### config.mk
export PLATFORM = sky130hd
export DESIGN_NAME = swp_hold_off_cmd
export DESIGN_NICKNAME = d
export VERILOG_FILES = /design/src/inc/swp_pkg.sv /design/src/inc/swp_wire_if.sv /design/src/rtl/swp_pin_front.sv /design/src/rtl/swp_hold_off_cmd.sv
export SDC_FILE = /design/constraint.sdc
export NUM_CORES = 1
export LEC_CHECK = 0
export ABC_AREA = 1
export CORE_MARGIN = 1
export CORE_UTILIZATION = 25
export CTS_CLUSTER_SIZE = 8
export DETAILED_ROUTE_END_ITERATION = 6
export DONT_BUFFER_PORTS = 1
export PLACE_DENSITY = 0.5
export SLEW_MARGIN = 20
export SYNTH_ARGS = -nofsm -noshare
export SYNTH_HDL_FRONTEND = slang
export SYNTH_HIERARCHICAL = 1
export SYNTH_SLANG_ARGS = --single-unit
export TNS_END_PERCENT = 5
### constraint.sdc
create_clock -name clk_in -period 1.6 [get_ports clk_in]
set_input_delay 0.32 -clock clk_in [delete_from_list [all_inputs] [get_ports clk_in]]
set_output_delay 0.32 -clock clk_in [all_outputs]
set_load 0.01 [all_outputs]
### src/inc/swp_pkg.sv
// package: shared constants and types for the single-wire hold-off command block
// assumes: one 20 MHz clock, decoded command bytes arrive from logic on that clock
package swp_pkg;
   // ==========================================================
   // clock and timing
   localparam int unsigned CLK_PERIOD_NS = 50;
   localparam int unsigned NS_PER_US = 1000;
   localparam int unsigned HOLD_OFF_TIME_US_DEFAULT = 1000;
   localparam int unsigned CNT_W = 32;

   // ==========================================================
   // command packet layout: opcode, first parameter, two-byte second parameter, no data
   localparam logic [7:0] SHORT_HOLD_OFF_OPCODE = 8'h00;
   localparam logic [2:0] PKT_LEN = 3'h4;
   localparam logic [2:0] OPCODE_POS = 3'h0;
   localparam logic [7:0] RESULT_SUCCESS = 8'h00;

   // ==========================================================
   // reset values
   localparam logic [7:0] BYTE_RESET = 8'h00;
   localparam logic [2:0] BYTE_CNT_RESET = 3'h0;
   localparam logic [CNT_W-1:0] CNT_RESET = 32'h0000_0000;

   typedef enum logic [1:0] {
      SWP_IDLE = 2'b00,
      SWP_HOLD = 2'b01,
      SWP_DONE = 2'b10
   } swp_state_type;
endpackage

### src/inc/swp_wire_if.sv
// interface: link between the command handler and the single-wire pin front end
// assumes: both ends run on the same clock
`timescale 1ns/100ps
interface swp_wire_if;
   logic ignore;     // high while the wire must be disregarded
   logic pull_req;   // request to pull the wire low
   logic edge_seen;  // one-cycle pulse on a wire transition
   logic level;      // synchronised wire level
   modport ctrl (output ignore, output pull_req, input edge_seen, input level);
   modport pin (input ignore, input pull_req, output edge_seen, output level);
endinterface

### src/rtl/swp_pin_front.sv
// pin front end: synchroniser, transition detector and open-drain driver for the wire
// assumes: the wire has an external pull-up; a testbench resolves the level from io_oe_out
`timescale 1ns/100ps
module swp_pin_front (
   input wire logic clk_in,
   input wire logic arst_n_in,
   input wire logic io_in,
   output logic io_out,
   output logic io_oe_out,
   swp_wire_if.pin wire_if
);
   import swp_pkg::*;

   typedef struct packed {
      logic sync1;
      logic sync2;
      logic prev;
      logic edge_seen;
      logic oe;
   } swp_front_type;

   swp_front_type front_q, front_d;

   // ==========================================================
   // next state
   always_comb begin
      front_d = front_q;
      front_d.sync1 = io_in;
      front_d.sync2 = front_q.sync1;
      front_d.prev = front_q.sync2;
      // transition pulses during the hold-off never reach the command logic; the synchronised level still does
      front_d.edge_seen = (front_q.sync2 != front_q.prev) && !wire_if.ignore;
      // only ever pull low or release; the high level comes from the pull-up
      front_d.oe = wire_if.pull_req && !wire_if.ignore;
   end

   // ==========================================================
   // registers; idle wire reads as pulled up
   always_ff @(posedge clk_in or negedge arst_n_in) begin
      if (!arst_n_in) begin
         front_q <= '{sync1: 1'b1, sync2: 1'b1, prev: 1'b1, edge_seen: 1'b0, oe: 1'b0};
      end else begin
         front_q <= front_d;
      end
   end

   assign io_out = 1'b0;  // open drain: driven value is always low
   assign io_oe_out = front_q.oe;
   assign wire_if.edge_seen = front_q.edge_seen;
   assign wire_if.level = front_q.sync2;
endmodule

### src/rtl/swp_hold_off_cmd.sv
// command handler for the short hold-off command of a single-wire device
// assumes: an upstream decoder on clk_in delivers command bytes and a packet-end strobe,
// and raises tx_flag_in when the host asks the device to transmit
//
// Operation
// - on the hold-off command go busy for the whole interval, then resume.
// - ignore every wire edge while the hold-off interval runs; wire_level_out still follows the wire.
// - the hold-off command is the opcode byte 0x00.
// - after the interval, answer the next transmit request with one zero byte.
// - the wire is open drain only: pull low or release, pull-up gives high.
`timescale 1ns/100ps
module swp_hold_off_cmd #(
   parameter int unsigned HOLD_OFF_TIME_US = swp_pkg::HOLD_OFF_TIME_US_DEFAULT
) (
   input wire logic clk_in,
   input wire logic arst_n_in,
   input wire logic io_in,
   output logic io_out,
   output logic io_oe_out,
   input wire logic byte_valid_in,
   input wire logic [7:0] byte_in,
   input wire logic pkt_end_in,
   input wire logic tx_flag_in,
   input wire logic pull_req_in,
   output logic busy_out,
   output logic resp_valid_out,
   output logic [7:0] resp_byte_out,
   output logic wire_edge_out,
   output logic wire_level_out
);
   import swp_pkg::*;

   // least time, so round the cycle count up
   localparam longint unsigned HOLD_OFF_NS = longint'(HOLD_OFF_TIME_US) * NS_PER_US;
   localparam longint unsigned HOLD_OFF_CYC_L = (HOLD_OFF_NS + CLK_PERIOD_NS - 1) / CLK_PERIOD_NS;
   localparam logic [CNT_W-1:0] HOLD_OFF_CYCLES =
      (HOLD_OFF_CYC_L == 0) ? 32'h0000_0001 : HOLD_OFF_CYC_L[CNT_W-1:0];

   typedef struct packed {
      swp_state_type state;
      logic [2:0] byte_cnt;
      logic [7:0] opcode;
      logic [CNT_W-1:0] cnt;
      logic busy;
      logic resp_valid;
      logic [7:0] resp_byte;
      logic edge_seen;
      logic level;
   } swp_cmd_type;

   swp_cmd_type cmd_q, cmd_d;
   swp_wire_if wire_if ();

   function automatic logic is_hold_off(input logic [7:0] opc, input logic [2:0] cnt);
      // parameters are not checked: the host is trusted to send them as zero
      is_hold_off = (opc == SHORT_HOLD_OFF_OPCODE) && (cnt == PKT_LEN);
   endfunction

   // ==========================================================
   // command sequencing
   always_comb begin
      cmd_d = cmd_q;
      cmd_d.resp_valid = 1'b0;
      cmd_d.level = wire_if.level;
      case (cmd_q.state)
         SWP_IDLE: begin
            if (byte_valid_in) begin
               if (cmd_q.byte_cnt == OPCODE_POS) begin
                  cmd_d.opcode = byte_in;
               end
               // saturate so an overlong packet cannot wrap into a valid length
               if (cmd_q.byte_cnt != 3'h7) begin
                  cmd_d.byte_cnt = cmd_q.byte_cnt + 3'h1;
               end
            end
            if (pkt_end_in) begin
               cmd_d.byte_cnt = BYTE_CNT_RESET;
               if (is_hold_off(cmd_q.opcode, cmd_q.byte_cnt)) begin
                  cmd_d.state = SWP_HOLD;
                  cmd_d.busy = 1'b1;
                  cmd_d.cnt = HOLD_OFF_CYCLES;
               end
            end
         end
         SWP_HOLD: begin
            // every byte, strobe and transmit request is dropped here
            if (cmd_q.cnt == 32'h0000_0001) begin
               cmd_d.state = SWP_DONE;
               cmd_d.busy = 1'b0;
               cmd_d.cnt = CNT_RESET;
            end else begin
               cmd_d.cnt = cmd_q.cnt - 32'h0000_0001;
            end
         end
         SWP_DONE: begin
            if (tx_flag_in) begin
               cmd_d.resp_valid = 1'b1;
               cmd_d.resp_byte = RESULT_SUCCESS;
               cmd_d.state = SWP_IDLE;
            end
         end
         default: begin
            cmd_d.state = SWP_IDLE;
            cmd_d.busy = 1'b0;
         end
      endcase
      // an edge already in the front-end pipe must not surface once busy is up
      cmd_d.edge_seen = wire_if.edge_seen && !cmd_d.busy;
   end

   always_ff @(posedge clk_in or negedge arst_n_in) begin
      if (!arst_n_in) begin
         cmd_q <= '{state: SWP_IDLE, byte_cnt: BYTE_CNT_RESET, opcode: BYTE_RESET, cnt: CNT_RESET,
                    busy: 1'b0, resp_valid: 1'b0, resp_byte: BYTE_RESET, edge_seen: 1'b0, level: 1'b1};
      end else begin
         cmd_q <= cmd_d;
      end
   end

   // ==========================================================
   // wire front end
   // next-state busy, so pull and edge are cut on the same edge that raises busy
   assign wire_if.ignore = cmd_d.busy;
   assign wire_if.pull_req = pull_req_in;

   swp_pin_front u_front (
      .clk_in(clk_in),
      .arst_n_in(arst_n_in),
      .io_in(io_in),
      .io_out(io_out),
      .io_oe_out(io_oe_out),
      .wire_if(wire_if)
   );

   assign busy_out = cmd_q.busy;
   assign resp_valid_out = cmd_q.resp_valid;
   assign resp_byte_out = cmd_q.resp_byte;
   assign wire_edge_out = cmd_q.edge_seen;
   assign wire_level_out = cmd_q.level;
endmodule

==> run_results.csv <==
group,metric,value,unit
status,run_status,"finished, violations left",
status,failed_checks,"hold timing",
yosys,ys.flop_type,"dfrtp_1",
route,drc,0,
route,drt-pass1-iter-count,4,
setup_path,cp_data_required_time,1.78,ns
placed_design,dp_slack,-0.0316,ns
setup_path,crit_type,"flop to flop",
setup_path,cp_data_arrival_time,1.78,ns
hold_path,timing.hold.worst.class,"input port to async pin",
floorplan,design.core.area,13200,um^2
yosys,post_synth_inst_count,449,
floorplan,initial_util,0.255,
sta,setup_viol,0,
yosys,async_flop_share,1.00,
route,drt-total-wl,8.49,mm
grt,grt_pass1_vias,2920,
yosys,synth-edff-count,0,
power,worst_ir_drop_vdd,398,uV
route,routedWlPerCell,12.7,um
floorplan,die_w,118,um
placed_design,post-dp-hpwl,6.22,mm
yosys,synth.distinct_cells,36,
placed_design,buffer_ports.inserted,0,
clock_network,tritoncts,"done",
finish,antennaDiodeCount,0,
setup_path,worstReg2RegEnd,"u_front/wire_if.edge_seen",
setup_path,setup.reg_to_reg.worst_slack,0.007,ns
sta,layout_worst_path_cycle_share,0.995,
placed_design,place_congestion,0.832,
grt,overflow,0,
grt,antenna_found_initial,0,
grt,grt_busiest_layer,"met2",
placed_design,placed_cells,653,
clock_network,max-clock-path-buffers,2,
power,p_leak,1.79,nW
route,ant_nets,0,
sta,final.hold.worst_slack,-0.283,ns
sta,hold_viol,54,
grt,wire_length_of_the_first_global_routing_pass,13.8,mm
finish,layout-area-overhead-vs-synth,22.6,%
sta,fmaxAchievable,628,MHz
clock_network,clock_latency,0.29,ns
route,detailroute.via_count,2920,
clock_network,clock_tree.htree_level_count,2,
clock_network,tritoncts_num_sinks,54,
clock_network,cts-buffers-inserted,5,
floorplan,placement_rows,42,
grt,grt_start_max_net_pins,55,
setup_path,worstPathMaxFanout,3,
grt,grt.met3_usage,0.0233,
yosys,seq_area_frac_synth,0.403,
power,pwr_dens,684,nW/um^2
floorplan,dieArea,13900,um^2
clock_network,clkTransAtPathRegs,0.08,ns
yosys,ys_warn_count,6,
route,drt_first_iter_violations,120,
floorplan,design.portCount,29,
grt,use_met1,0.169,
setup_path,endpoint_kind,"flop",
floorplan,die_h,118,um
sta,rsz0062_at_grt,"true",
yosys,netlist_area,3370,um^2
sta,slew_viol_final,0,
finish,final-instance-count-excl-fill,667,
setup_path,reg2reg_from,"cmd_q[53]",
clock_network,cell_at_the_root_of_the_clock_tree,"clkbuf_16",
grt,grtUsageTotal,0.124,
sta,min_period,1.59,ns
route,post_drt_via_cell_ratio,4.38,
finish,most_common_library_cell_in_the_layout_ignoring_fill_and_taps,"nand2_1",
job,maxCapViolCount,0,
yosys,synth_seq_cells,54,
grt,globalRouteMet2Util,0.200,
setup_path,setup.worst_path.start_class,"flop",
setup_path,r2r.worst_path.cells,10,
finish,final_layout_size_suffix_gt1_frac,0.285,
yosys,synthesis.area_per_instance,7.50,um^2
finish,mostFrequentLayoutCells,"115 x nand2_1, 49 x dfrtp_1, 46 x nor2_1",
sta,final_skew,0.00843,ns
finish,design.final.nets,510,
sta,setup_slack,0.00729,ns
==> power breakdown <==
part           total (W)  internal, W  leakage [nW]  switching [W]
sequential       0.00144      0.00142         0.558      0.0000257
combinational   0.000119    0.0000551          1.15      0.0000640
clock            0.00126     0.000741        0.0771       0.000522
==> timing repair <==
| action | CTS | global route |
|---|---|---|
| gates resized for setup | 3 | 37 |
| setup buffers | 0 | 6 |
| endpoints found under the hold margin | 54 | 54 |
| setup endpoints to repair | 16 | 36 |
| pin swaps | 0 | 13 |
==> cell families (layout without fill, tap and decap cells) <==
group / Yosys count / in the layout / share of synthesized area
XOR/XNOR: 8 / 8 / 0.0208
adder cells (fa/ha/maj): 5 / 5 / 0.0186
AO/OA/AOI/OAI: 31 / 31 / 0.0490
multiplexers: 3 / 3 / 0.0100
buffers and inverters: 75 / 110 / 0.102
AND/OR/NAND/NOR: 271 / 271 / 0.395
flip-flops: 54 / 54 / 0.403
other: 2 / 9 / 0.00223
==> worst max path at each step <==
stage | from | endpoint | depth (start not counted)
floorplan | cmd_q[52] | u_front/wire_if.edge_seen | 10
global placement | cmd_q[19] | cmd_q[41] | 8
detailed placement | cmd_q[52] | u_front/wire_if.edge_seen | 10
CTS | cmd_q[52] | cmd_q[42] | 10
global route | cmd_q[53] | u_front/wire_if.edge_seen | 10
finish | cmd_q[53] | u_front/wire_if.edge_seen | 10
==> synth_stat cells (2+ instances only) <==
cell type	instances	share of area
dfstp_2	4	0.031
nor2_4	9	0.030
xnor2_1	2	0.0052
xor2_1	6	0.016
mux2_2	3	0.010
inv_1	43	0.048
nor2_2	15	0.028
o22ai_1	2	0.0037
nand2_2	9	0.017
o21ai_1	9	0.013
conb_1	2	0.0022
nand3_1	30	0.045
nor2_1	53	0.059
o21ai_0	11	0.016
dfrtp_1	50	0.37
a21oi_1	6	0.0089
inv_2	15	0.017
buf_4	10	0.022
nand3_2	9	0.027
ha_1	5	0.019
nand2_1	119	0.13
nand2_4	4	0.013
nand4_1	20	0.037
==> cell type report <==
type                            count  area, um^2
Inverter                           60         233
Clock inverter                      2        37.5
Sequential cell                    54        1360
Multi-Input combinational cell    327        1800
Clock buffer                        6         129
Tap cell                          176         220
Timing Repair Buffer               42         355
Fill cell                        1407        9060
==> per-layer routing <==
metal,routed length (um),part of all wire
met5,0,0
met4,126,0.015
met3,395,0.047
met2,3940,0.46
met1,4030,0.47
==> worst max-delay path, stage by stage (launching register included) <==
cell,delay (ns)
dfrtp_1,0.39
inv_2,0.09
ha_4,0.16
nand2_4,0.05
nor3_4,0.20
nand4_1,0.15
nand2_1,0.12
a21boi_4,0.19
inv_1,0.06
nand2_1,0.05
nor2_1,0.03
==> metrics by stage <==
| stage | power [W] | setup TNS, ns | cell area, um^2 | utilization |
|---|---|---|---|---|
| 3_3_place_gp | 0.00157 | 0 | 3790 | 0.288 |
| 2_1_floorplan | 0.00156 | 0 | 3390 | - |
| 5_1_grt | 0.00292 | -1.56 | 4130 | 0.313 |
| 6_report | 0.00282 | 0 | 4130 | 0.313 |
| 4_1_cts | 0.00284 | -0.0973 | 3980 | 0.301 |
| 3_5_place_dp | 0.00157 | -0.0528 | 3790 | 0.288 |
==> registers in the layout, summed over array words and instances, names as in the netlist <==
| register | cells |
|---|---|
| cmd_q | 45 |
| busy_out | 1 |
| resp_valid_out | 1 |
| u_front/front_d | 1 |
| u_front/front_q | 1 |
| u_front/io_oe_out | 1 |
| u_front/wire_if.edge_seen | 1 |
| u_front/wire_if.level | 1 |
| wire_edge_out | 1 |
| wire_level_out | 1 |
No activity file was read; power rests on OpenSTA's default activity.
